<file path="config.mk">
export PLATFORM = sky130hd
export DESIGN_NAME = twis_top
export DESIGN_NICKNAME = d
export VERILOG_FILES = /design/src/twis_pkg.sv /design/src/twis_hyst_cmp.sv /design/src/twis_field_search.sv /design/src/twis_top.sv
export SDC_FILE = /design/constraint.sdc
export NUM_CORES = 1
export LEC_CHECK = 0
export BUFFER_PORTS_ARGS = -buffer_cell sky130_fd_sc_hd__buf_4
export CAP_MARGIN = 30
export CORE_MARGIN = 3
export CORE_UTILIZATION = 45
export CTS_CLUSTER_SIZE = 40
export DETAILED_ROUTE_END_ITERATION = 10
export PLACE_DENSITY = 0.76
export SYNTH_ARGS = -nofsm -noshare
export SYNTH_HDL_FRONTEND = slang
export SYNTH_SLANG_ARGS = --single-unit
</file>
<file path="constraint.sdc">
create_clock -name clk -period 7.1 [get_ports clk]
set_input_delay 1.065 -clock clk [delete_from_list [all_inputs] [get_ports clk]]
set_output_delay 1.065 -clock clk [all_outputs]
set_load 0.02 [all_outputs]
</file>
<file path="src/twis_pkg.sv">
// Package: constants, states and helpers of the tooth wheel start-up switch
package twis_pkg;

   localparam int unsigned FIELD_W      = 12;
   localparam int unsigned CLK_MHZ      = 100;
   // Times in microseconds as given
   localparam int unsigned FAIL_HIZ_US  = 2600;
   localparam int unsigned TOTAL_RST_US = 1000;
   localparam int unsigned SEARCH_US    = 1200;
   // Least times round up, longest times round down
   localparam int unsigned FAIL_HIZ_CYC  = FAIL_HIZ_US * CLK_MHZ;
   localparam int unsigned TOTAL_RST_CYC = TOTAL_RST_US * CLK_MHZ - 1;
   localparam int unsigned SEARCH_CYC    = SEARCH_US * CLK_MHZ;
   localparam int unsigned CNT_W         = 20;

   localparam logic [FIELD_W-1:0] HYST_DEFAULT = 12'h0010;
   localparam logic [FIELD_W-1:0] THR_RESET    = 12'h0000;
   localparam logic [CNT_W-1:0]   CNT_RESET    = 20'h0_0000;

   // Register bank offsets (byte addresses)
   localparam logic [3:0] ADDR_CTRL   = 4'h0;
   localparam logic [3:0] ADDR_STATUS = 4'h4;
   localparam logic [3:0] ADDR_IRQST  = 4'h8;
   localparam logic [3:0] ADDR_IRQMSK = 4'hC;

   // Event bit positions
   localparam int unsigned EV_SWITCH = 0;
   localparam int unsigned EV_SEARCH = 1;
   localparam int unsigned EV_FAIL   = 2;
   localparam int unsigned EV_W      = 3;

   typedef enum logic [2:0] {
      TWIS_RESET   = 3'b000,
      TWIS_LOAD    = 3'b001,
      TWIS_SEARCH  = 3'b010,
      TWIS_INITIAL = 3'b011,
      TWIS_PRECAL  = 3'b100,
      TWIS_CAL     = 3'b101,
      TWIS_FAILHIZ = 3'b110,
      TWIS_FAILLOW = 3'b111
   } twis_phase_e;

   // Saturating add/sub for threshold band edges
   function automatic logic [FIELD_W-1:0] twis_sat_add(
      input logic [FIELD_W-1:0] a,
      input logic [FIELD_W-1:0] b);
      logic [FIELD_W:0] s;
      s = {1'b0, a} + {1'b0, b};
      twis_sat_add = s[FIELD_W] ? {FIELD_W{1'b1}} : s[FIELD_W-1:0];
   endfunction : twis_sat_add

   function automatic logic [FIELD_W-1:0] twis_sat_sub(
      input logic [FIELD_W-1:0] a,
      input logic [FIELD_W-1:0] b);
      twis_sat_sub = (a > b) ? (a - b) : {FIELD_W{1'b0}};
   endfunction : twis_sat_sub

endpackage : twis_pkg

</file>
<file path="src/twis_hyst_cmp.sv">
// Hysteresis comparator of field against threshold
module twis_hyst_cmp
   import twis_pkg::*;
(
   input  wire logic               clk,
   input  wire logic               rst_n,
   input  wire logic               clr,
   input  wire logic               sample_vld,
   input  wire logic [FIELD_W-1:0] field,
   input  wire logic [FIELD_W-1:0] threshold,
   input  wire logic [FIELD_W-1:0] hyst,
   output      logic               tooth
);
   logic tooth_reg;
   logic tooth_next;

   // Band symmetric about threshold; holds state inside the band
   always_comb begin
      tooth_next = tooth_reg;
      if (clr) begin
         tooth_next = 1'b0;
      end else if (sample_vld) begin
         if (field > twis_sat_add(threshold, hyst)) begin
            tooth_next = 1'b1;
         end else if (field < twis_sat_sub(threshold, hyst)) begin
            tooth_next = 1'b0;
         end
      end
   end

   always_ff @(posedge clk) begin
      if (!rst_n) begin
         tooth_reg <= 1'b0;
      end else begin
         tooth_reg <= tooth_next;
      end
   end

   assign tooth = tooth_reg;
endmodule : twis_hyst_cmp

</file>
<file path="src/twis_field_search.sv">
// Successive approximation search of a static field value
module twis_field_search
   import twis_pkg::*;
(
   input  wire logic               clk,
   input  wire logic               rst_n,
   input  wire logic               start,
   input  wire logic               sample_vld,
   input  wire logic [FIELD_W-1:0] field,
   output      logic               busy,
   output      logic [FIELD_W-1:0] result
);
   logic [FIELD_W-1:0] trial_reg;
   logic [FIELD_W-1:0] trial_next;
   logic [FIELD_W-1:0] bit_reg;
   logic [FIELD_W-1:0] bit_next;
   logic               busy_reg;
   logic               busy_next;

   // One bit per sample; needs no target movement
   always_comb begin
      trial_next = trial_reg;
      bit_next   = bit_reg;
      busy_next  = busy_reg;
      if (start) begin
         trial_next = {1'b1, {(FIELD_W-1){1'b0}}};
         bit_next   = {1'b1, {(FIELD_W-1){1'b0}}};
         busy_next  = 1'b1;
      end else if (busy_reg && sample_vld) begin
         if (field < trial_reg) begin
            trial_next = trial_reg & ~bit_reg;
         end
         bit_next = bit_reg >> 1;
         if (bit_reg[0]) begin
            busy_next = 1'b0;
         end else begin
            trial_next = trial_next | (bit_reg >> 1);
         end
      end
   end

   always_ff @(posedge clk) begin
      if (!rst_n) begin
         trial_reg <= THR_RESET;
         bit_reg   <= THR_RESET;
         busy_reg  <= 1'b0;
      end else begin
         trial_reg <= trial_next;
         bit_reg   <= bit_next;
         busy_reg  <= busy_next;
      end
   end

   assign busy   = busy_reg;
   assign result = trial_reg;
endmodule : twis_field_search

</file>
<file path="src/twis_top.sv">
// Start-up switching logic of the tooth wheel sensor
// How it works
// - Default polarity: tooth drives output low
// - Default polarity: notch releases output high
// - Stored polarity bit inverts output sense
// - Phases: initial, pre-calibrated, calibrated
// - Initial phase compares samples with threshold
// - Comparison uses hysteresis against noise
// - Threshold may be reprogrammed any time; code takes a new value only when customer programmed
// - Supplier-only memory starts automatic search
// - Search result becomes initial threshold
// - Search works on static field
// - Customer programmed: compare stored threshold
// - Memory failure: float 2.6ms, then low
// - Every power-up returns to initial phase
// - Total reset: output high, initial within 1ms
// - Unprogrammed: hold output 1200us during search
//
// Added by the designer: the register addresses and the Avalon-MM register port.
module twis_top
   import twis_pkg::*;
#(
   parameter int unsigned FAIL_HIZ_CYCLES  = FAIL_HIZ_CYC,
   parameter int unsigned TOTAL_RST_CYCLES = TOTAL_RST_CYC,
   parameter int unsigned SEARCH_CYCLES    = SEARCH_CYC
)
(
   input  wire logic               clk,
   input  wire logic               rst_n,
   input  wire logic               sample_vld,
   input  wire logic [FIELD_W-1:0] field,
   input  wire logic               nvm_customer_prog,
   input  wire logic               nvm_polarity,
   input  wire logic               nvm_fail,
   input  wire logic [FIELD_W-1:0] stored_start_threshold,
   input  wire logic               out_pin_in,
   output      logic               out_pin_o,
   output      logic               out_pin_oe,
   output      logic [2:0]         phase,
   input  wire logic               precal_done,
   input  wire logic               cal_done,
   input  wire logic [3:0]         avs_address,
   input  wire logic               avs_read,
   input  wire logic               avs_write,
   input  wire logic [31:0]        avs_writedata,
   output      logic [31:0]        avs_readdata,
   output      logic               avs_waitrequest,
   output      logic               irq
);
   twis_phase_e        phase_reg;
   twis_phase_e        phase_next;
   logic [CNT_W-1:0]   cnt_reg;
   logic [CNT_W-1:0]   cnt_next;
   logic               cust_reg;
   logic               cust_next;
   logic               pol_reg;
   logic               pol_next;
   logic [FIELD_W-1:0] thr_reg;
   logic [FIELD_W-1:0] thr_next;
   logic               level_reg;
   logic               level_next;
   logic               oe_reg;
   logic               oe_next;
   logic [FIELD_W-1:0] hyst_reg;
   logic [FIELD_W-1:0] hyst_next;
   logic [EV_W-1:0]    irq_st_reg;
   logic [EV_W-1:0]    irq_st_next;
   logic [EV_W-1:0]    irq_msk_reg;
   logic [EV_W-1:0]    irq_msk_next;
   logic [31:0]        rdata_reg;
   logic [31:0]        rdata_next;
   logic               ack_reg;
   logic               ack_next;
   logic [2:0]         pin_sync_reg;
   logic               search_start;
   logic               search_busy;
   logic [FIELD_W-1:0] search_result;
   logic               tooth;
   logic               cmp_clr;
   logic               want_low;
   logic [EV_W-1:0]    ev;
   logic               wr_irq_st;

   // Comparator with symmetric hysteresis band
   twis_hyst_cmp u_cmp (
      .clk        (clk),
      .rst_n      (rst_n),
      .clr        (cmp_clr),
      .sample_vld (sample_vld),
      .field      (field),
      .threshold  (thr_reg),
      .hyst       (hyst_reg),
      .tooth      (tooth)
   );

   twis_field_search u_search (
      .clk        (clk),
      .rst_n      (rst_n),
      .start      (search_start),
      .sample_vld (sample_vld),
      .field      (field),
      .busy       (search_busy),
      .result     (search_result)
   );

   // Live memory value: cust_reg is only loaded at the end of this phase
   assign search_start = (phase_reg == TWIS_LOAD) && !nvm_customer_prog
                         && !nvm_fail;
   assign cmp_clr      = (phase_reg == TWIS_LOAD);
   // Tooth means low output unless polarity inverted
   assign want_low     = tooth ^ pol_reg;

   // Phase sequencing and output control
   always_comb begin
      phase_next = phase_reg;
      cnt_next   = cnt_reg;
      cust_next  = cust_reg;
      pol_next   = pol_reg;
      thr_next   = thr_reg;
      level_next = level_reg;
      oe_next    = oe_reg;
      case (phase_reg)
         TWIS_RESET: begin
            oe_next  = 1'b0;
            cnt_next = cnt_reg + 20'h0_0001;
            if (cnt_reg >= CNT_W'(TOTAL_RST_CYCLES)) begin
               phase_next = TWIS_LOAD;
               cnt_next   = CNT_RESET;
            end
         end
         TWIS_LOAD: begin
            cust_next = nvm_customer_prog;
            pol_next  = nvm_polarity;
            thr_next  = stored_start_threshold;
            if (nvm_fail) begin
               phase_next = TWIS_FAILHIZ;
            end else if (!nvm_customer_prog) begin
               phase_next = TWIS_SEARCH;
            end else begin
               phase_next = TWIS_INITIAL;
            end
         end
         TWIS_SEARCH: begin
            // Output held in its current state meanwhile
            cnt_next = cnt_reg + 20'h0_0001;
            if (cnt_reg >= CNT_W'(SEARCH_CYCLES - 1) && !search_busy) begin
               thr_next   = search_result;
               phase_next = TWIS_INITIAL;
               cnt_next   = CNT_RESET;
            end
         end
         TWIS_INITIAL, TWIS_PRECAL, TWIS_CAL: begin
            oe_next = want_low;
            if (phase_reg == TWIS_INITIAL && precal_done) begin
               phase_next = TWIS_PRECAL;
            end else if (phase_reg == TWIS_PRECAL && cal_done) begin
               phase_next = TWIS_CAL;
            end
         end
         TWIS_FAILHIZ: begin
            oe_next  = 1'b0;
            cnt_next = cnt_reg + 20'h0_0001;
            if (cnt_reg >= CNT_W'(FAIL_HIZ_CYCLES - TOTAL_RST_CYCLES - 2)) begin
               phase_next = TWIS_FAILLOW;
            end
         end
         default: begin
            oe_next = 1'b1;
         end
      endcase
      level_next = 1'b0;
   end

   always_ff @(posedge clk) begin
      if (!rst_n) begin
         phase_reg <= TWIS_RESET;
         cnt_reg   <= CNT_RESET;
         cust_reg  <= 1'b0;
         pol_reg   <= 1'b0;
         thr_reg   <= THR_RESET;
         level_reg <= 1'b0;
         oe_reg    <= 1'b0;
      end else begin
         phase_reg <= phase_next;
         cnt_reg   <= cnt_next;
         cust_reg  <= cust_next;
         pol_reg   <= pol_next;
         // Late reprogramming reaches customer-programmed comparison
         thr_reg   <= (cust_reg && phase_reg != TWIS_LOAD)
                      ? stored_start_threshold : thr_next;
         level_reg <= level_next;
         oe_reg    <= oe_next;
      end
   end

   assign out_pin_o  = level_reg;
   assign out_pin_oe = oe_reg;
   assign phase      = phase_reg;

   // Pin readback through three flops; change once last two agree
   logic pin_seen_reg;
   logic pin_seen_next;
   always_comb begin
      pin_seen_next = pin_seen_reg;
      if (pin_sync_reg[1] == pin_sync_reg[2]) begin
         pin_seen_next = pin_sync_reg[2];
      end
   end

   always_ff @(posedge clk) begin
      if (!rst_n) begin
         pin_sync_reg <= 3'b111;
         pin_seen_reg <= 1'b1;
      end else begin
         pin_sync_reg <= {pin_sync_reg[1:0], out_pin_in};
         pin_seen_reg <= pin_seen_next;
      end
   end

   // Events: output switched, search finished, failure lockout
   assign ev[EV_SWITCH] = (oe_next != oe_reg);
   assign ev[EV_SEARCH] = (phase_reg == TWIS_SEARCH)
                          && (phase_next == TWIS_INITIAL);
   assign ev[EV_FAIL]   = (phase_reg == TWIS_FAILHIZ)
                          && (phase_next == TWIS_FAILLOW);
   assign wr_irq_st = avs_write && ack_reg && (avs_address == ADDR_IRQST);

   // Bus slave: one wait cycle, then acknowledge
   // Writes land only at the edge that sees waitrequest low
   always_comb begin
      ack_next     = (avs_read || avs_write) && !ack_reg;
      rdata_next   = rdata_reg;
      hyst_next    = hyst_reg;
      irq_msk_next = irq_msk_reg;
      irq_st_next  = irq_st_reg;
      if (wr_irq_st) begin
         irq_st_next = irq_st_reg & ~avs_writedata[EV_W-1:0];
      end
      irq_st_next = irq_st_next | ev; // Set beats clear
      if (avs_write && ack_reg) begin
         if (avs_address == ADDR_CTRL) begin
            hyst_next = avs_writedata[FIELD_W-1:0];
         end else if (avs_address == ADDR_IRQMSK) begin
            irq_msk_next = avs_writedata[EV_W-1:0];
         end
      end
      if (avs_read && !ack_reg) begin
         if (avs_address == ADDR_CTRL) begin
            rdata_next = {20'h0_0000, hyst_reg};
         end else if (avs_address == ADDR_STATUS) begin
            rdata_next = {12'h000, thr_reg, 2'b00, pin_seen_reg,
                          search_busy, cust_reg, phase_reg};
         end else if (avs_address == ADDR_IRQST) begin
            rdata_next = {29'h0000_0000, irq_st_reg};
         end else if (avs_address == ADDR_IRQMSK) begin
            rdata_next = {29'h0000_0000, irq_msk_reg};
         end else begin
            rdata_next = 32'h0000_0000;
         end
      end
   end

   always_ff @(posedge clk) begin
      if (!rst_n) begin
         ack_reg     <= 1'b0;
         rdata_reg   <= 32'h0000_0000;
         hyst_reg    <= HYST_DEFAULT;
         irq_msk_reg <= 3'b000;
         irq_st_reg  <= 3'b000;
      end else begin
         ack_reg     <= ack_next;
         rdata_reg   <= rdata_next;
         hyst_reg    <= hyst_next;
         irq_msk_reg <= irq_msk_next;
         irq_st_reg  <= irq_st_next;
      end
   end

   assign avs_waitrequest = (avs_read || avs_write) && !ack_reg;
   assign avs_readdata    = rdata_reg;
   assign irq             = |(irq_st_reg & irq_msk_reg);
endmodule : twis_top

</file>
After elaboration in Yosys (flattened, before gate mapping) --
Index checks and enable logic that the tools add are counted.
Storage, ports and cells: register bits 119, word-level logic and storage cells 125, output and inout port bits 39
Operators by class: muxes and demuxes 35, equal/unequal tests 15, $lt $le $gt $ge 7, bitwise gates (word level) 10, reduce and logical (&&, ||, !) cells 36, add/subtract/negate cells 3
Operators by type and width (number):
- $mux 12 | 12
- $mux 20 | 4
- $pmux 20 s3 | 1
- $ge 20x17->1 const B | 2
- $mux 3 | 9
- $gt 12x12->1 | 2
- $lt 12x12->1 | 2
- $pmux 12 s2 | 1
- $add 20x1->20 const B | 1
- $ge 20x18->1 const B | 1
- $pmux 3 s5 | 1
- $add 12x12->13 | 1
- $logic_and 1x1->1 | 13
- $and 12x12->12 | 1
- $eq 3x3->1 const B | 4
- $not 12->12 | 1
- $or 12x11->12 | 1
- $sub 12x12->12 | 1
- $eq 3x2->1 const B | 3
- $eq 4x4->1 const B | 2
- $reduce_and 2->1 | 4
- $reduce_or 2->1 | 4
- $and 3x3->3 | 2
- $mux 1 | 6
- other kinds (19) | 27

Depth between registers and ports, before layout --
Gate-level depths: netlist (run 1).
depth in word-level cells 9, mapped depth 17, mapped depth without buffers 15

Hierarchy --
A second synthesis (run 1) with hierarchy kept.
Second synthesis, totals: cells, all modules 858, area total of the unflattened synthesis 7209.4 sq um
By module, submodules not included:
- twis_top | cells each 464, area an instance 4045.1 sq um, sequential area each 1621.6 sq um, times used 1
- twis_hyst_cmp | cells each 246, area an instance 1808.0 sq um, sequential area each 20.0 sq um, times used 1
- twis_field_search | cells each 148, area an instance 1356.3 sq um, sequential area each 500.5 sq um, times used 1

Worst setup path after synthesis (run 1) --
OpenSTA, ideal clock, no wires.
path type register to register, start register thr_reg[0], end register u_cmp.tooth_reg (netlist: u_cmp.tooth), slack 3.458 ns, clock period less this slack 3.642 ns, required time 6.966 ns, stages on the path, launching flop included 15, data arrival time 3.508 ns, cell sequence dfxtp_1 inv_1 ha_1 fa_1 nand2b_1 a211oi_1 o21ai_0 a21oi_1 clkbuf_1 o311ai_0 ha_1 or4_1 o21ai_0 nor2_1 or4_1
On the way: cells in the longest elaborated chain, start to end 5
Ends and longest elaborated chain:
- start: declaration | line twis_top.sv:58 | logic [FIELD_W-1:0] thr_reg;
- start signal: assignment | line twis_top.sv:189 | thr_reg <= (cust_reg && phase_reg != TWIS_LOAD)
- $sub 12x12->12, or another cell as far along | line twis_pkg.sv:55 | twis_sat_sub = (a > b) ? (a - b) : {FIELD_W{1'b0}};
- $mux 12 (on tied branches) | line twis_pkg.sv:55, twis_pkg.sv:49
- $lt 12x12->1 or $gt 12x12->1 (tied branches) | line twis_hyst_cmp.sv:25, twis_hyst_cmp.sv:23
- $reduce_bool 2->1 (no line)
- $reduce_and 2->1 (no line)
- end signal: assignment | line twis_hyst_cmp.sv:35 | tooth_reg <= tooth_next;
- end: declaration | line twis_hyst_cmp.sv:14 | logic tooth_reg;
Several ways; a longest one is shown, not always the timed one. A chain may end at the register's enable or synchronous reset.

Worst setup path in the final report (run 1) --
start register hyst_reg[2], end register u_cmp.tooth_reg (netlist: u_cmp.tooth)
On the way: cells in the longest elaborated chain, start to end 5
Ends and longest elaborated chain:
- start: declaration | line twis_top.sv:64 | logic [FIELD_W-1:0] hyst_reg;
- start signal: assignment | line twis_top.sv:273 | hyst_reg <= hyst_next;
- $sub 12x12->12, or another cell as far along | line twis_pkg.sv:55
- $mux 12 (on tied branches) | line twis_pkg.sv:55, twis_pkg.sv:49
- $lt 12x12->1 or $gt 12x12->1 (tied branches) | line twis_hyst_cmp.sv:25, twis_hyst_cmp.sv:23
- $reduce_bool 2->1 (no line)
- $reduce_and 2->1 (no line)
Several ways; a longest one is shown, not always the timed one.

==> results.md, run 1 <==
- The portion of total power attributed to combinational logic is 9.7%.
- The leakage power summed over all cells is 0.003028 uW.
- The met1 wire length is 8039 um.
- The worst register-to-register path has a depth of 14.
- The worst hold slack across all endpoints is 0.4360 ns.
- The share of the Yosys chip area taken by registers is 31.17%.
- The internal power of the cells totals 910.5 uW.
- Counting flops with a built-in enable in the synthesized netlist gives 0.
- The clock tree from TritonCTS is done.
- The first-iteration detailed-routing DRC count is 516.
- The total global-route track usage is 20.80%.
- 110 I/O pins were placed.
- The part of the cycle the worst path needs is 57.05%.
- The worst ir drop on vdd is 0.1183 mV.
- The worst setup slack after layout is 3.049 ns.
- The adder and majority cell fraction of the synthesized area is 11.33%.
- The final-report max-slew violation count is 0.
- On the critical path the largest part of the delay comes from simple AND/OR/NAND/NOR gates.
- In the routed design, unresolved DRC markers number 0.
- In this run the register-to-register setup slack is 3.05 ns.
- The multi-input logic area is 0.004318 sq mm.
- The fraction of layout cells with a size suffix above 1 is 13.59%.
- After global routing the overflow that remains totals 0.
- The switching power total is 309.6 uW.
- The routability-driven placement congestion ratio is 0.9168.
- The Yosys step of the flow raised 0 warnings.
- The via count of the first global-routing pass is 5,767.
- In this run the worst hold path is classified as reg -> reg.
- Fill cells in the final layout number 1,438.
- The instance count on the critical path is 14.
- The number of clock sinks is 107.
- The combinational family with the most area after synthesis is simple AND/OR/NAND/NOR gates.
- The count of mapped cells out of synthesis is 868.
- The number of diodes is 0.
- Clock-pin slew was measured on the worst setup and hold paths at 0.07 ns.
- The element type at the critical path end is a flip-flop.
- The setup skew after layout is 0.008701 ns.
- The initial antenna violation count is 0.
- The count of input and output buffers is 76.
- At the worst endpoint, the required time is 7.32 ns.
- After detailed routing, the number of vias per cell comes to 5.747.
- The die is 129.6 um wide.
- Setup violations remaining at the end of the flow were counted as 0.
- The core region is 0.01475 sq mm.
- The fraction of registers with async set or reset after synthesis is 0%.
- The multiplexer area fraction after synthesis is 3.751%.
- For the pin with the worst max-slew slack, the measured transition is 1.014 ns.
- The average instance in the mapped netlist occupies 7.917 sq um.
- The max-capacitance violation count is 0.
- The time the worst path needs with I/O delays and setup is 4.051 ns.
- The number of buffers added for setup after CTS is 0.
- The post-synthesis register bit count is 107.
- The switching fraction of total power is 25.38%.
- The sequential fraction of design power is 50.3%.
- The first-pass GRT wire length is 28,140 um.
- Gates resized during post-CTS repair numbered 0.
- The delay contributed by the slowest stage of the critical path is 0.50 ns.
- The most used flip-flop cell after synthesis is sky130_fd_sc_hd__dfxtp_1.
- The synthesized netlist devotes 1.657% of its cell area to XOR and XNOR gates.
- STA puts the critical path data arrival time at 4.28 ns.
- For this design, the slowest cell found on the critical path is sky130_fd_sc_hd__or4_1.
- Summed over all nets, the half-perimeter wirelength after detailed placement is 13,250 um.
- The count of standard-cell rows is 44.
- The later pin in the worst-skew pair is clocked with a latency of 0.35 ns.
- Clock tree synthesis inserted a total of 9 buffers.
- The clock passes through at most 2 buffers.
- The sum of routed wire length over all layers is 17,530 um.
- The area occupied by registers is 0.002142 sq mm.
- The total via count after detailed routing is 6,345.
- The number of antenna-violating nets in the routed design is 0.
- The timing-limited maximum frequency is 0.2469 GHz.
- The flow ran to the end, and the final reports show no timing, DRC or antenna violations.
- The die covers 0.01679 sq mm.
- For this run, the detailed router's first-pass iteration total came to 5.
- STA classifies the critical path startpoint as a flip-flop.
- The hold buffer count at cts is 0.
- Setup repair after global routing left no endpoint under its margin.
- The critical path in this run is classified as reg -> reg.
- The area growth from synthesis to layout is 12.82%.
- The H-tree depth reported by CTS is 3.
- Counting instances, the worst hold path has a depth of 1.
- Summing the areas of all compound-gate instances in the mapped netlist gives 21.70% of the synthesized area.
- The met3 routed wirelength is 1075 um.
- Headroom to the max-slew limit came out at 32.14%.
- The clock root buffer is sky130_fd_sc_hd__clkbuf_16.
- The number of nets in the layout is 1,047.
- The fraction of the mapped netlist area in simple logic gates is 23.53%.
- The signal on the critical path passes through inv_1, ha_1, nand2b_1, a221o_1, nand3_1, a31o_2, a21o_1, nor3b_1, ha_1, and2_0, a221o_1, a21oi_1, a21oi_1, or4_1.
- Of all nets on the critical path, the largest fanout is 11.
- In the final routed layout, each cell accounts on average for 15.88 um.
- In this run the vertical extent of the chip is 129.6 um.
- The final count of hold timing violations is 0.
- The final sum of negative setup slack is 0 ns.
- The buffering stage count on the worst path with inverters included is 1.
- Entering global routing, the biggest net connects 59 pins.
- In this run the cell area of the synthesized design comes to 0.006872 sq mm.
- The effective utilization at floorplan is 46.57%.
- The number of different library cells used by synthesis comes to 67.
- The clock network fraction of total power is 40.0%.
- In the detailed route, the total length drawn on met2 is 7848 um.
- The highest metal layer used by the detailed router is met4.
- The minimum setup slack after placement is 3.113 ns.
- The power density over the cells is 157.4 mW/mm^2.
-- synth_stat cells, types with 4 or more instances --
| master | number | area (sq um) |
|---|---|---|
| sky130_fd_sc_hd__a211oi_1 | 9 | 67.56 |
| sky130_fd_sc_hd__a211oi_2 | 8 | 100.1 |
| sky130_fd_sc_hd__a21o_1 | 18 | 135.1 |
| sky130_fd_sc_hd__a21oi_1 | 85 | 425.4 |
| sky130_fd_sc_hd__a221o_1 | 5 | 50.05 |
| sky130_fd_sc_hd__a221oi_1 | 11 | 96.34 |
| sky130_fd_sc_hd__a311oi_1 | 10 | 87.58 |
| sky130_fd_sc_hd__a31oi_1 | 4 | 25.02 |
| sky130_fd_sc_hd__and4_1 | 5 | 43.79 |
| sky130_fd_sc_hd__buf_2 | 7 | 35.03 |
| sky130_fd_sc_hd__buf_4 | 15 | 112.6 |
| sky130_fd_sc_hd__clkbuf_1 | 29 | 108.9 |
| sky130_fd_sc_hd__dfxtp_1 | 107 | 2142 |
| sky130_fd_sc_hd__ha_1 | 59 | 738.2 |
| sky130_fd_sc_hd__inv_1 | 42 | 157.7 |
| sky130_fd_sc_hd__mux2_2 | 4 | 45.04 |
| sky130_fd_sc_hd__mux2i_1 | 19 | 190.2 |
| sky130_fd_sc_hd__nand2_1 | 121 | 454.2 |
| sky130_fd_sc_hd__nand2b_1 | 15 | 93.84 |
| sky130_fd_sc_hd__nand3_1 | 30 | 150.1 |
| sky130_fd_sc_hd__nand3b_1 | 4 | 30.03 |
| sky130_fd_sc_hd__nand4_1 | 10 | 62.56 |
| sky130_fd_sc_hd__nor2_1 | 74 | 277.8 |
| sky130_fd_sc_hd__nor2b_1 | 10 | 62.56 |
| sky130_fd_sc_hd__nor3_1 | 27 | 135.1 |
| sky130_fd_sc_hd__nor3b_1 | 7 | 52.55 |
| sky130_fd_sc_hd__nor4_1 | 9 | 56.30 |
| sky130_fd_sc_hd__o211ai_1 | 8 | 60.06 |
| sky130_fd_sc_hd__o21ai_0 | 30 | 150.1 |
| sky130_fd_sc_hd__o21ai_1 | 9 | 45.04 |
| sky130_fd_sc_hd__or2_2 | 4 | 25.02 |
| sky130_fd_sc_hd__or3_1 | 5 | 31.28 |
| sky130_fd_sc_hd__xnor2_1 | 7 | 61.31 |
| sky130_fd_sc_hd__xor2_1 | 6 | 52.55 |
-- final cells by class --
type | count | share of cell area [%]
flip-flops and latches | 107 | 27.63
clock inverters | 5 | 0.5487
clock buffers | 11 | 3.131
well taps | 184 | 2.970
inverters | 43 | 2.082
multi-input cells | 672 | 55.70
repair buffers | 82 | 7.941
-- worst register-to-register path: cells and delay by family, from the launching register on --
family	cells	cell delay, ns
DFF	1	0.43
and+or+nand+nor	5	1.37
buffers and inverters	1	0.08
AOI/OAI and AO/OA	6	1.33
adders and majority gates	2	0.71
-- cells in the final DEF, fill, tap and decap left out, drive strengths merged, types with 4 or more instances in the layout --
cell and instances:
clkbuf 11, conb 13, a31oi 4, nor3b 7, a311oi 10, ha 59
and4 5, mux2 4, buf 82, xnor2 7, xor2 6, nor2 74
a211oi 17, nand3 30, or2 4, nand2b 15, a21o 18, a221o 5
a221oi 11, o21ai 39, o211ai 8, nand4 10, nand2 121, dfxtp 107
nand3b 5, a21oi 86, nor2b 10, inv 45, or3 5, nor4 10
nor3 29, mux2i 19
-- logic make-up (layout without fill, tap and decap cells) --
| group | Yosys count | count (layout) |
|---|---|---|
| compound gates | 227 | 227 |
| xor+xnor | 13 | 13 |
| fa+ha+maj | 61 | 61 |
| buf+inv | 101 | 141 |
| flops | 107 | 107 |
| mux | 24 | 24 |
| other cells | 1 | 13 |
| simple gates | 334 | 334 |
-- power by group through the flow --
stage | registers, uW | clock network (uW) | logic (uW)
after global routing | 615 | 517 | 132
after global placement | 627 | 0 | 117
final | 614 | 488 | 119
after CTS | 614 | 497 | 119
after detailed placement | 628 | 0 | 119
after floorplan | 630 | 0 | 72.3
-- final timing paths --
| kind | start | end |
|---|---|---|
| worst min register to register | pin_sync_reg[0] | pin_sync_reg[1] |
| worst max register to register | hyst_reg[2] | u_cmp.tooth |
| worst min-delay path | pin_sync_reg[0] | pin_sync_reg[1] |
| worst max-delay path | hyst_reg[2] | u_cmp.tooth |
-- metrics by stage --
stage / area, sq um / utilization [%] / std cells / power [uW]
final: 7752 / 52.54 / 1104 / 1220
after global routing: 7752 / 52.54 / 1104 / 1264
after CTS: 7752 / 52.54 / 1104 / 1230
after detailed placement: 7467 / 50.61 / 1088 / 746.5
after global placement: 7460 / 50.56 / 1087 / 744.1
after floorplan: 6917 / - / 880 / 702.3
-- layer usage --
metal | global-route usage, % | vias up
met5 | 0 | -
met4 | 8.924 | 0
met3 | 4.369 | 38
met2 | 33.33 | 180
met1 | 27.14 | 2946
li1 | - | 3181
Power figures use the tool's default switching activity.
==> run 2, diff against run 1 <==
--- a/config.mk
+++ b/config.mk
@@ -5,13 +5,14 @@
 export SDC_FILE = /design/constraint.sdc
 export NUM_CORES = 1
 export LEC_CHECK = 0
+export ABC_AREA = 1
 export BUFFER_PORTS_ARGS = -buffer_cell sky130_fd_sc_hd__buf_4
 export CAP_MARGIN = 30
 export CORE_MARGIN = 3
 export CORE_UTILIZATION = 45
 export CTS_CLUSTER_SIZE = 40
 export DETAILED_ROUTE_END_ITERATION = 10
-export PLACE_DENSITY = 0.76
+export PLACE_DENSITY = 0.78
 export SYNTH_ARGS = -nofsm -noshare
 export SYNTH_HDL_FRONTEND = slang
 export SYNTH_SLANG_ARGS = --single-unit
==> constraint.sdc (replaced) <==
create_clock -name clk -period 3.31 [get_ports clk]
set_input_delay 0.4965 -clock clk [delete_from_list [all_inputs] [get_ports clk]]
set_output_delay 0.4965 -clock clk [all_outputs]
set_load 0.02 [all_outputs]
==> results.md, run 2 <==
- Leaving out fill and tap cells, the most frequent cells in the layout are sky130_fd_sc_hd__nand2_1 (205), sky130_fd_sc_hd__a21oi_1 (119), sky130_fd_sc_hd__inv_1 (116).
- After synthesis, the cell types taking the most area are sky130_fd_sc_hd__dfxtp_1 (30%), sky130_fd_sc_hd__nand2_1 (11%), sky130_fd_sc_hd__ha_1 (10%).
- Global routing consumed, over all layers together, 22.43% of the routing resources.
- The largest individual stage delay along the critical path comes from the cell sky130_fd_sc_hd__ha_2.
- The category of cells accounting for the largest share of critical-path delay is simple AND/OR/NAND/NOR gates.
- The global route total overflow is 0.
- The die area is 0.01719 sq mm.
- The maximum number of pins on one net before global-route repair is 52.
- The clock arrives with 0.01197 ns of skew.
- The share of synthesized area in the top cell type comes to 30.41%.
- The effective utilization at floorplan is 46.17%.
- The fraction of layout cells with a size suffix above 1 is 16.35%.
- At the end of routability-driven placement, the weighted congestion stood at 0.9905.
- The die width is 131.1 um.
- The initial antenna violation count is 0.
- Clock-pin slew was measured on the worst setup and hold paths at 0.08 ns.
- The count of unique library cells instantiated by Yosys is 46.
- The number of flops mapped to enable cells by yosys is 0.
- The first-pass GRT wire length is 32,040 um.
- Yosys printed 0 warnings.
- Subtracting the final worst setup slack from the clock period gives 3.141 ns.
- The via density per instance is 5.342.
- The core area is 0.01526 sq mm.
- The final-report max-slew violation count is 0.
- The I/O pin count is 110.
- The area growth from synthesis to layout is 16.52%.
- The number of antenna-violating nets in the routed design is 0.
- Data arrives at the worst endpoint at 3.39 ns.
- Summed over all layers, the routed wires come to 19,770 um.
- The number of hold buffers added after CTS was 0.
- The residual DRC count is 0.
- The most instantiated flip-flop cell in the synthesis netlist is sky130_fd_sc_hd__dfxtp_1.
- The switching power total is 687.4 uW.
- The count of input and output buffers is 76.
- The half-perimeter wire length after detailed placement is 15,110 um.
- The type of the worst min-delay path is in -> reg.
- STA classifies the critical path startpoint as a flip-flop.
- The total via count after detailed routing is 6,944.
- Of all nets on the critical path, the largest fanout is 6.
- STA classifies the critical path endpoint as a flip-flop.
- The leakage power summed over all cells is 0.003590 uW.
- The largest single stage delay on the critical path is 0.34 ns.
- The first-iteration detailed-routing DRC count is 581.
- Power spread over the standard cell area amounts to 337.1 mW/mm^2.
- The clock network fraction of total power is 41.2%.
- By count the netlist is led by sky130_fd_sc_hd__nand2_1 (207), sky130_fd_sc_hd__a21oi_1 (119), sky130_fd_sc_hd__inv_1 (117), sky130_fd_sc_hd__dfxtp_1 (107), sky130_fd_sc_hd__o21ai_0 (75).
- For this run, the share of the core covered by cells in the final layout is 53.79%.
- The synthesized cell area is 0.007044 sq mm.
- The data required time at the worst endpoint is 3.56 ns.
- The buffering stage count on the worst path with inverters included is 3.
- CTS placed an instance of sky130_fd_sc_hd__clkbuf_16 at the clock tree root.
- The number of diodes is 0.
- The worst ir drop on vdd is 0.2715 mV.
- The via count of the first global-routing pass is 6,611.
- Based on the critical path, the design can be clocked at up to 0.3184 GHz.
- The die span in y is 131.1 um.
- The worst hold slack across all endpoints is 0.3309 ns.
- The number of setup violations in the final report is 0.
- The H-tree was split into 3 levels.
- Counting the buffers created by CTS gives 9.
- In this run switching power makes up 24.84% of total power.
- The setup path with the least slack is of type reg -> reg.
- The sequential fraction of design power is 48.1%.
- sky130_fd_sc_hd__nand2_1 is the most common cell in the netlist.
- Sequential cells were found to cover 30.41% of the synthesized design area.
- Of all flip-flops after synthesis, the portion carrying an async set or reset was 0%.
- Of all cell types, the one taking the most synthesized area is sky130_fd_sc_hd__dfxtp_1.
- The average size of a mapped cell is 6.920 sq um.
- The latest clock arrival within the worst-skew pair is 0.36 ns.
- The flow ran to the end, and the final reports show no timing, DRC or antenna violations.
- The number of iterations in the first detailed-routing pass is 5.
- The worst max-slew margin expressed relative to the limit is 43.83%.
- The maximum count of clock buffers along a single path is 2.
- At the pin with the least slew margin, the transition time is 0.8417 ns.
- For this design, the sink count on the clock tree is 107.
- Dividing the detail-routed wire length by the instance count gives 15.21 um.
- The number of nets in the layout is 1,216.
- The part of the cycle the worst path needs is 94.89%.
- The count of mapped cells out of synthesis is 1,018.
- Leaving out fill and tap cells, the most frequent cell in the layout is sky130_fd_sc_hd__nand2_1.
- The design internal power is 2079 uW.
- TritonCTS built the clock tree.
- Overall power consumption after layout is estimated at 2767 uW.
- The tool flagged a number of max-cap violations equal to 0.
- The floorplan has 45 rows.
- The worst setup slack after layout is 0.1692 ns.
- The post-synthesis register bit count is 107.
- The portion of total power attributed to combinational logic is 10.7%.
- The final count of hold timing violations is 0.
- The minimum setup slack after placement is 0.02586 ns.
- The critical path goes through inv_1, ha_2, inv_1, nand2_1, nor3_1, nand4_1, nand3_1, xor2_1, nor2_1, ha_1, nand4_1, nor3_2, buf_4, nand3_1, o211ai_1, a21oi_1.
run 2: changes by cell type after synthesis, sizes merged, moves of 12 or more:
| cell | before | now |
|---|---|---|
| nand2b | 15 | 0 |
| a31oi | 4 | 22 |
| nand3 | 30 | 55 |
| a21oi | 86 | 119 |
| a211oi | 17 | 5 |
| mux2i | 19 | 0 |
| o21ai | 39 | 86 |
| inv | 42 | 129 |
| a21o | 18 | 1 |
| nand2 | 121 | 214 |
run 2: area by class of cell:
| type | count | area [sq um] |
|---|---|---|
| sequential | 107 | 2147 |
| multi-input combinational | 743 | 4268 |
| tap | 211 | 264.0 |
| clock buffer | 12 | 266.5 |
| clock inverter | 4 | 47.55 |
| inverter | 129 | 489.2 |
| fill | 1466 | 7051 |
| timing repair buffer | 94 | 725.7 |
run 2: power groups by stage:
stage | logic (uW) | registers (uW) | clock network [uW]
6_report | 297 | 1330 | 1140
5_1_grt | 331 | 1330 | 1200
4_1_cts | 293 | 1330 | 1150
3_5_place_dp | 291 | 1360 | 0
3_3_place_gp | 282 | 1360 | 0
2_1_floorplan | 156 | 1370 | 0
run 2: worst paths after layout:
| kind | end | startpoint | cells after the start | slack [ns] |
|---|---|---|---|---|
| setup / recovery | u_cmp.tooth | hyst_reg[8] | 16 | 0.17 |
| hold / removal | pin_sync_reg[0] | out_pin_in | 2 | 0.33 |
| setup reg to reg | u_cmp.tooth | hyst_reg[8] | 16 | 0.17 |
| hold reg to reg | pin_sync_reg[1] | pin_sync_reg[0] | 1 | 0.45 |
run 2: stage by stage:
stage | TNS (ns) | area, sq um | instances
after CTS | 0 | 8098 | 1297
after global routing | -0.08137 | 8208 | 1300
after global placement | 0 | 7756 | 1280
after detailed placement | 0 | 7784 | 1281
final | 0 | 8208 | 1300
after floorplan | 0 | 7089 | 1030
run 2: kinds of logic after synthesis:
family / count (synthesis) / synth area share (%)
AO/OA/AOI/OAI: 259 / 20.12
XOR/XNOR: 12 / 1.492
adder cells (fa/ha/maj): 61 / 11.05
buffers and inverters: 180 / 10.85
flip-flops: 107 / 30.41
other: 1 / 0.05323
AND/OR/NAND/NOR: 398 / 26.02
run 2: timing repair:
action                     CTS  global route
resized for setup            0            24
setup buffers                0             3
setup endpoints to repair    0             1
run 2: layer usage:
layer	vias up	track usage, %	wire length [um]
met5	-	0	0
li1	3525	-	-
met2	186	38.08	9452
met3	35	5.207	1160
met4	0	7.643	483
met1	3198	28.10	8671
==> run 3, diff against run 2 <==
--- a/config.mk
+++ b/config.mk
@@ -6,13 +6,15 @@
 export NUM_CORES = 1
 export LEC_CHECK = 0
 export ABC_AREA = 1
-export BUFFER_PORTS_ARGS = -buffer_cell sky130_fd_sc_hd__buf_4
 export CAP_MARGIN = 30
+export CELL_PAD_IN_SITES_DETAIL_PLACEMENT = 0
+export CELL_PAD_IN_SITES_GLOBAL_PLACEMENT = 2
 export CORE_MARGIN = 3
-export CORE_UTILIZATION = 45
+export CORE_UTILIZATION = 32
 export CTS_CLUSTER_SIZE = 40
 export DETAILED_ROUTE_END_ITERATION = 10
-export PLACE_DENSITY = 0.78
+export DONT_BUFFER_PORTS = 1
+export PLACE_DENSITY = 0.86
 export SYNTH_ARGS = -nofsm -noshare
 export SYNTH_HDL_FRONTEND = slang
 export SYNTH_SLANG_ARGS = --single-unit
==> results.md, run 3 (synthesis results as in run 2) <==
- The wire length per cell is 16.59 um.
- The count of standard-cell rows is 53.
- The routed design uses 955 um of met3 wire.
- The half-perimeter wire length after detailed placement is 16,750 um.
- The global route total overflow is 0.
- The via count of the first global-routing pass is 6,107.
- The H-tree was split into 3 levels.
- The met2 layer wire length in the routed design is 10,340 um.
- The root buffer cell chosen for the clock tree is sky130_fd_sc_hd__clkbuf_16.
- Dividing total power by cell area gives a power density of 334.1 mW/mm^2.
- The sort of element at the start of the critical path is a flip-flop.
- After the last flow step, the layout net total stands at 1,144.
- The clock net in this run drives a total of 107 sinks.
- The number of setup violations in the final report is 0.
- The final layout contains routed wiring with a total length of 21,430 um.
- The die is 154.4 um wide.
- The run finished with clean final reports.
- Between clock sinks in the finished design, the worst skew comes to 0.008999 ns.
- The category of cells accounting for the largest share of critical-path delay is compound AO/OA/AOI/OAI gates.
- After detailed routing, the number of remaining DRC violations is 0.
- The area growth from synthesis to layout is 9.680%.
- The count of input and output buffers is 0.
- The routed layout has 6,445 vias.
- The maximum number of pins on one net before global-route repair is 56.
- For this run, the detailed router's first-pass iteration total came to 6.
- The switching fraction of total power is 26.26%.
- In this run, flip-flops and latches consume 52.4% of the power.
- In the final layout, the share of cells above drive strength 1 is 10.82%.
- Signal routing reaches up to met5.
- In this run, the combinational gates consume 6.7% of the power.
- The maximum count of clock buffers along a single path is 2.
- The internal portion of the total power is 1904 uW.
- The clock edge transition at the registers on the reported setup and hold paths is 0.08 ns.
- The most frequent standard cell in the layout excluding fill and tap cells is sky130_fd_sc_hd__nand2_1.
- For this block, the initial DRC count from the detailed router was 359.
- The worst-margin pin slew is 0.8647 ns.
- The number of antenna-violating nets in the routed design is 0.
- The maximum fanout count along the critical path is 6.
- The clock tree from TritonCTS is done.
- The detailed router put a total of 9776 um of wire on met1.
- The effective utilization at floorplan is 32.99%.
- The largest single stage delay on the critical path is 0.35 ns.
- The core area is 0.02135 sq mm.
- The first-pass GRT wire length is 33,310 um.
- Derived from the worst setup path, the maximum achievable clock frequency is 0.3240 GHz.
- Data on the critical path arrives at its endpoint at 3.33 ns.
- Fill cells in the final layout number 2,336.
- The via density per instance is 4.988.
- The top cell types in the final layout, fill and taps aside, are sky130_fd_sc_hd__nand2_1 (204), sky130_fd_sc_hd__a21oi_1 (118), sky130_fd_sc_hd__inv_1 (116).
- The number of CTS-inserted buffers is 9.
- Routability-driven placement finished with a final weighted congestion of 0.8327.
- The clock network fraction of total power is 40.9%.
- The finished cells cover 0.007726 sq mm.
- The initial antenna violation count is 4.
- The floorplan step set the die height to 154.4 um.
- The data required time at the worst endpoint is 3.56 ns.
- The die covers 0.02383 sq mm.
- Walking the worst path, the cells encountered are inv_1, ha_1, inv_2, nand2_1, nand2_1, a31oi_2, inv_1, a31oi_2, o21ai_1, xor2_1, nor2_1, ha_1, a21oi_1, nor2_1, a211oi_1, o211ai_1, o211ai_1, a21oi_1.
- The leakage power summed over all cells is 0.003190 uW.
- The final-report max-slew violation count is 0.
- The number of diodes is 0.
- STA classifies the critical path endpoint as a flip-flop.
- In this run the tightest slew margin relative to its limit is 42.29%.
- The critical path contains buffers and inverters numbering 3 combined.
- The part of the cycle the worst path needs is 93.25%.
- Adding up every negative setup slack in the final design gives 0 ns.
- The type of the worst min-delay path is in -> reg.
- The worst ir drop on vdd is 0.2103 mV.
- The slowest stage of the critical path belongs to the cell sky130_fd_sc_hd__dfxtp_1.
- The area after detailed placement is 0.007311 sq mm.
- The worst setup path is of the reg -> reg kind.
- Clock latency on the worst-skew pair, taken at its later pin, is 0.36 ns.
- The clock period could shrink to 3.086 ns.
- The final count of hold timing violations was 0.
- 110 I/O pins were placed.
- The total global-route track usage is 17.52%.
- The max-capacitance violation count is 0.
- The switching power total is 677.9 uW.
==> run 3: cell count changes in the layout (fill, tap and decap cells not counted), moves of 2 or more <==
cell and delta:
sky130_fd_sc_hd__nand3_1 +2, sky130_fd_sc_hd__nor3_1 -2, sky130_fd_sc_hd__nor3_2 +2, sky130_fd_sc_hd__ha_1 -3, sky130_fd_sc_hd__ha_4 +2, sky130_fd_sc_hd__clkbuf_8 -2, sky130_fd_sc_hd__dfxtp_2 -2, sky130_fd_sc_hd__buf_4 -71
sky130_fd_sc_hd__dfxtp_1 +2, sky130_fd_sc_hd__nand3_2 -2
==> run 3: final timing paths <==
path | start | end | slack (ns) | cells past startpoint
max | hyst_reg[2] | u_cmp.tooth | 0.22 | 18
min | rst_n | cnt_reg[17] | 0.25 | 2
max reg2reg | hyst_reg[2] | u_cmp.tooth | 0.22 | 18
min reg2reg | pin_sync_reg[0] | pin_sync_reg[1] | 0.41 | 1
==> run 3: metal layers <==
| layer | global-route usage, % | vias to the layer above |
|---|---|---|
| met2 | 29.80 | 96 |
| li1 | - | 3376 |
| met1 | 22.54 | 2940 |
| met3 | 4.141 | 25 |
| met5 | 0 | - |
| met4 | 4.079 | 8 |
==> run 3: metrics by stage <==
stage	setup slack, ns	instances	util, %	power, uW	hold slack, ns
floorplan	0.5604	1030	-	1530	0.3925
CTS	0.05945	1290	35.54	2612	0.2264
global placement	0.1012	1274	34.24	1551	0.4066
detailed placement	0.06797	1274	34.24	1553	0.3990
finish	0.2235	1292	36.18	2581	0.2452
global route	-0.05563	1292	36.18	2687	0.2423
==> run 3: area by class of cell <==
cell class	instances	area, sq um	area share (%)
Clock buffer	10	239.0	3.093
Clock inverter	6	40.04	0.5182
Inverter	129	489.2	6.332
Multi-Input combinational cell	743	4304	55.71
Sequential cell	107	2145	27.76
Tap cell	275	344.1	4.453
Timing Repair Buffer	22	165.2	2.138
==> run 3: power groups by stage <==
stage          registers, uW  clock network [uW]  logic, uW
3_5_place_dp            1380                   0        170
5_1_grt                 1360                1130        202
6_report                1350                1060        174
3_3_place_gp            1380                   0        168
2_1_floorplan           1370                   0        156
4_1_cts                 1350                1090        171
==> run 3: repair_timing <==
action,4_1_cts,5_1_grt
hold buffers,0,0
endpoints found under the setup margin,0,1
setup buffers,0,2
resized for setup,0,29
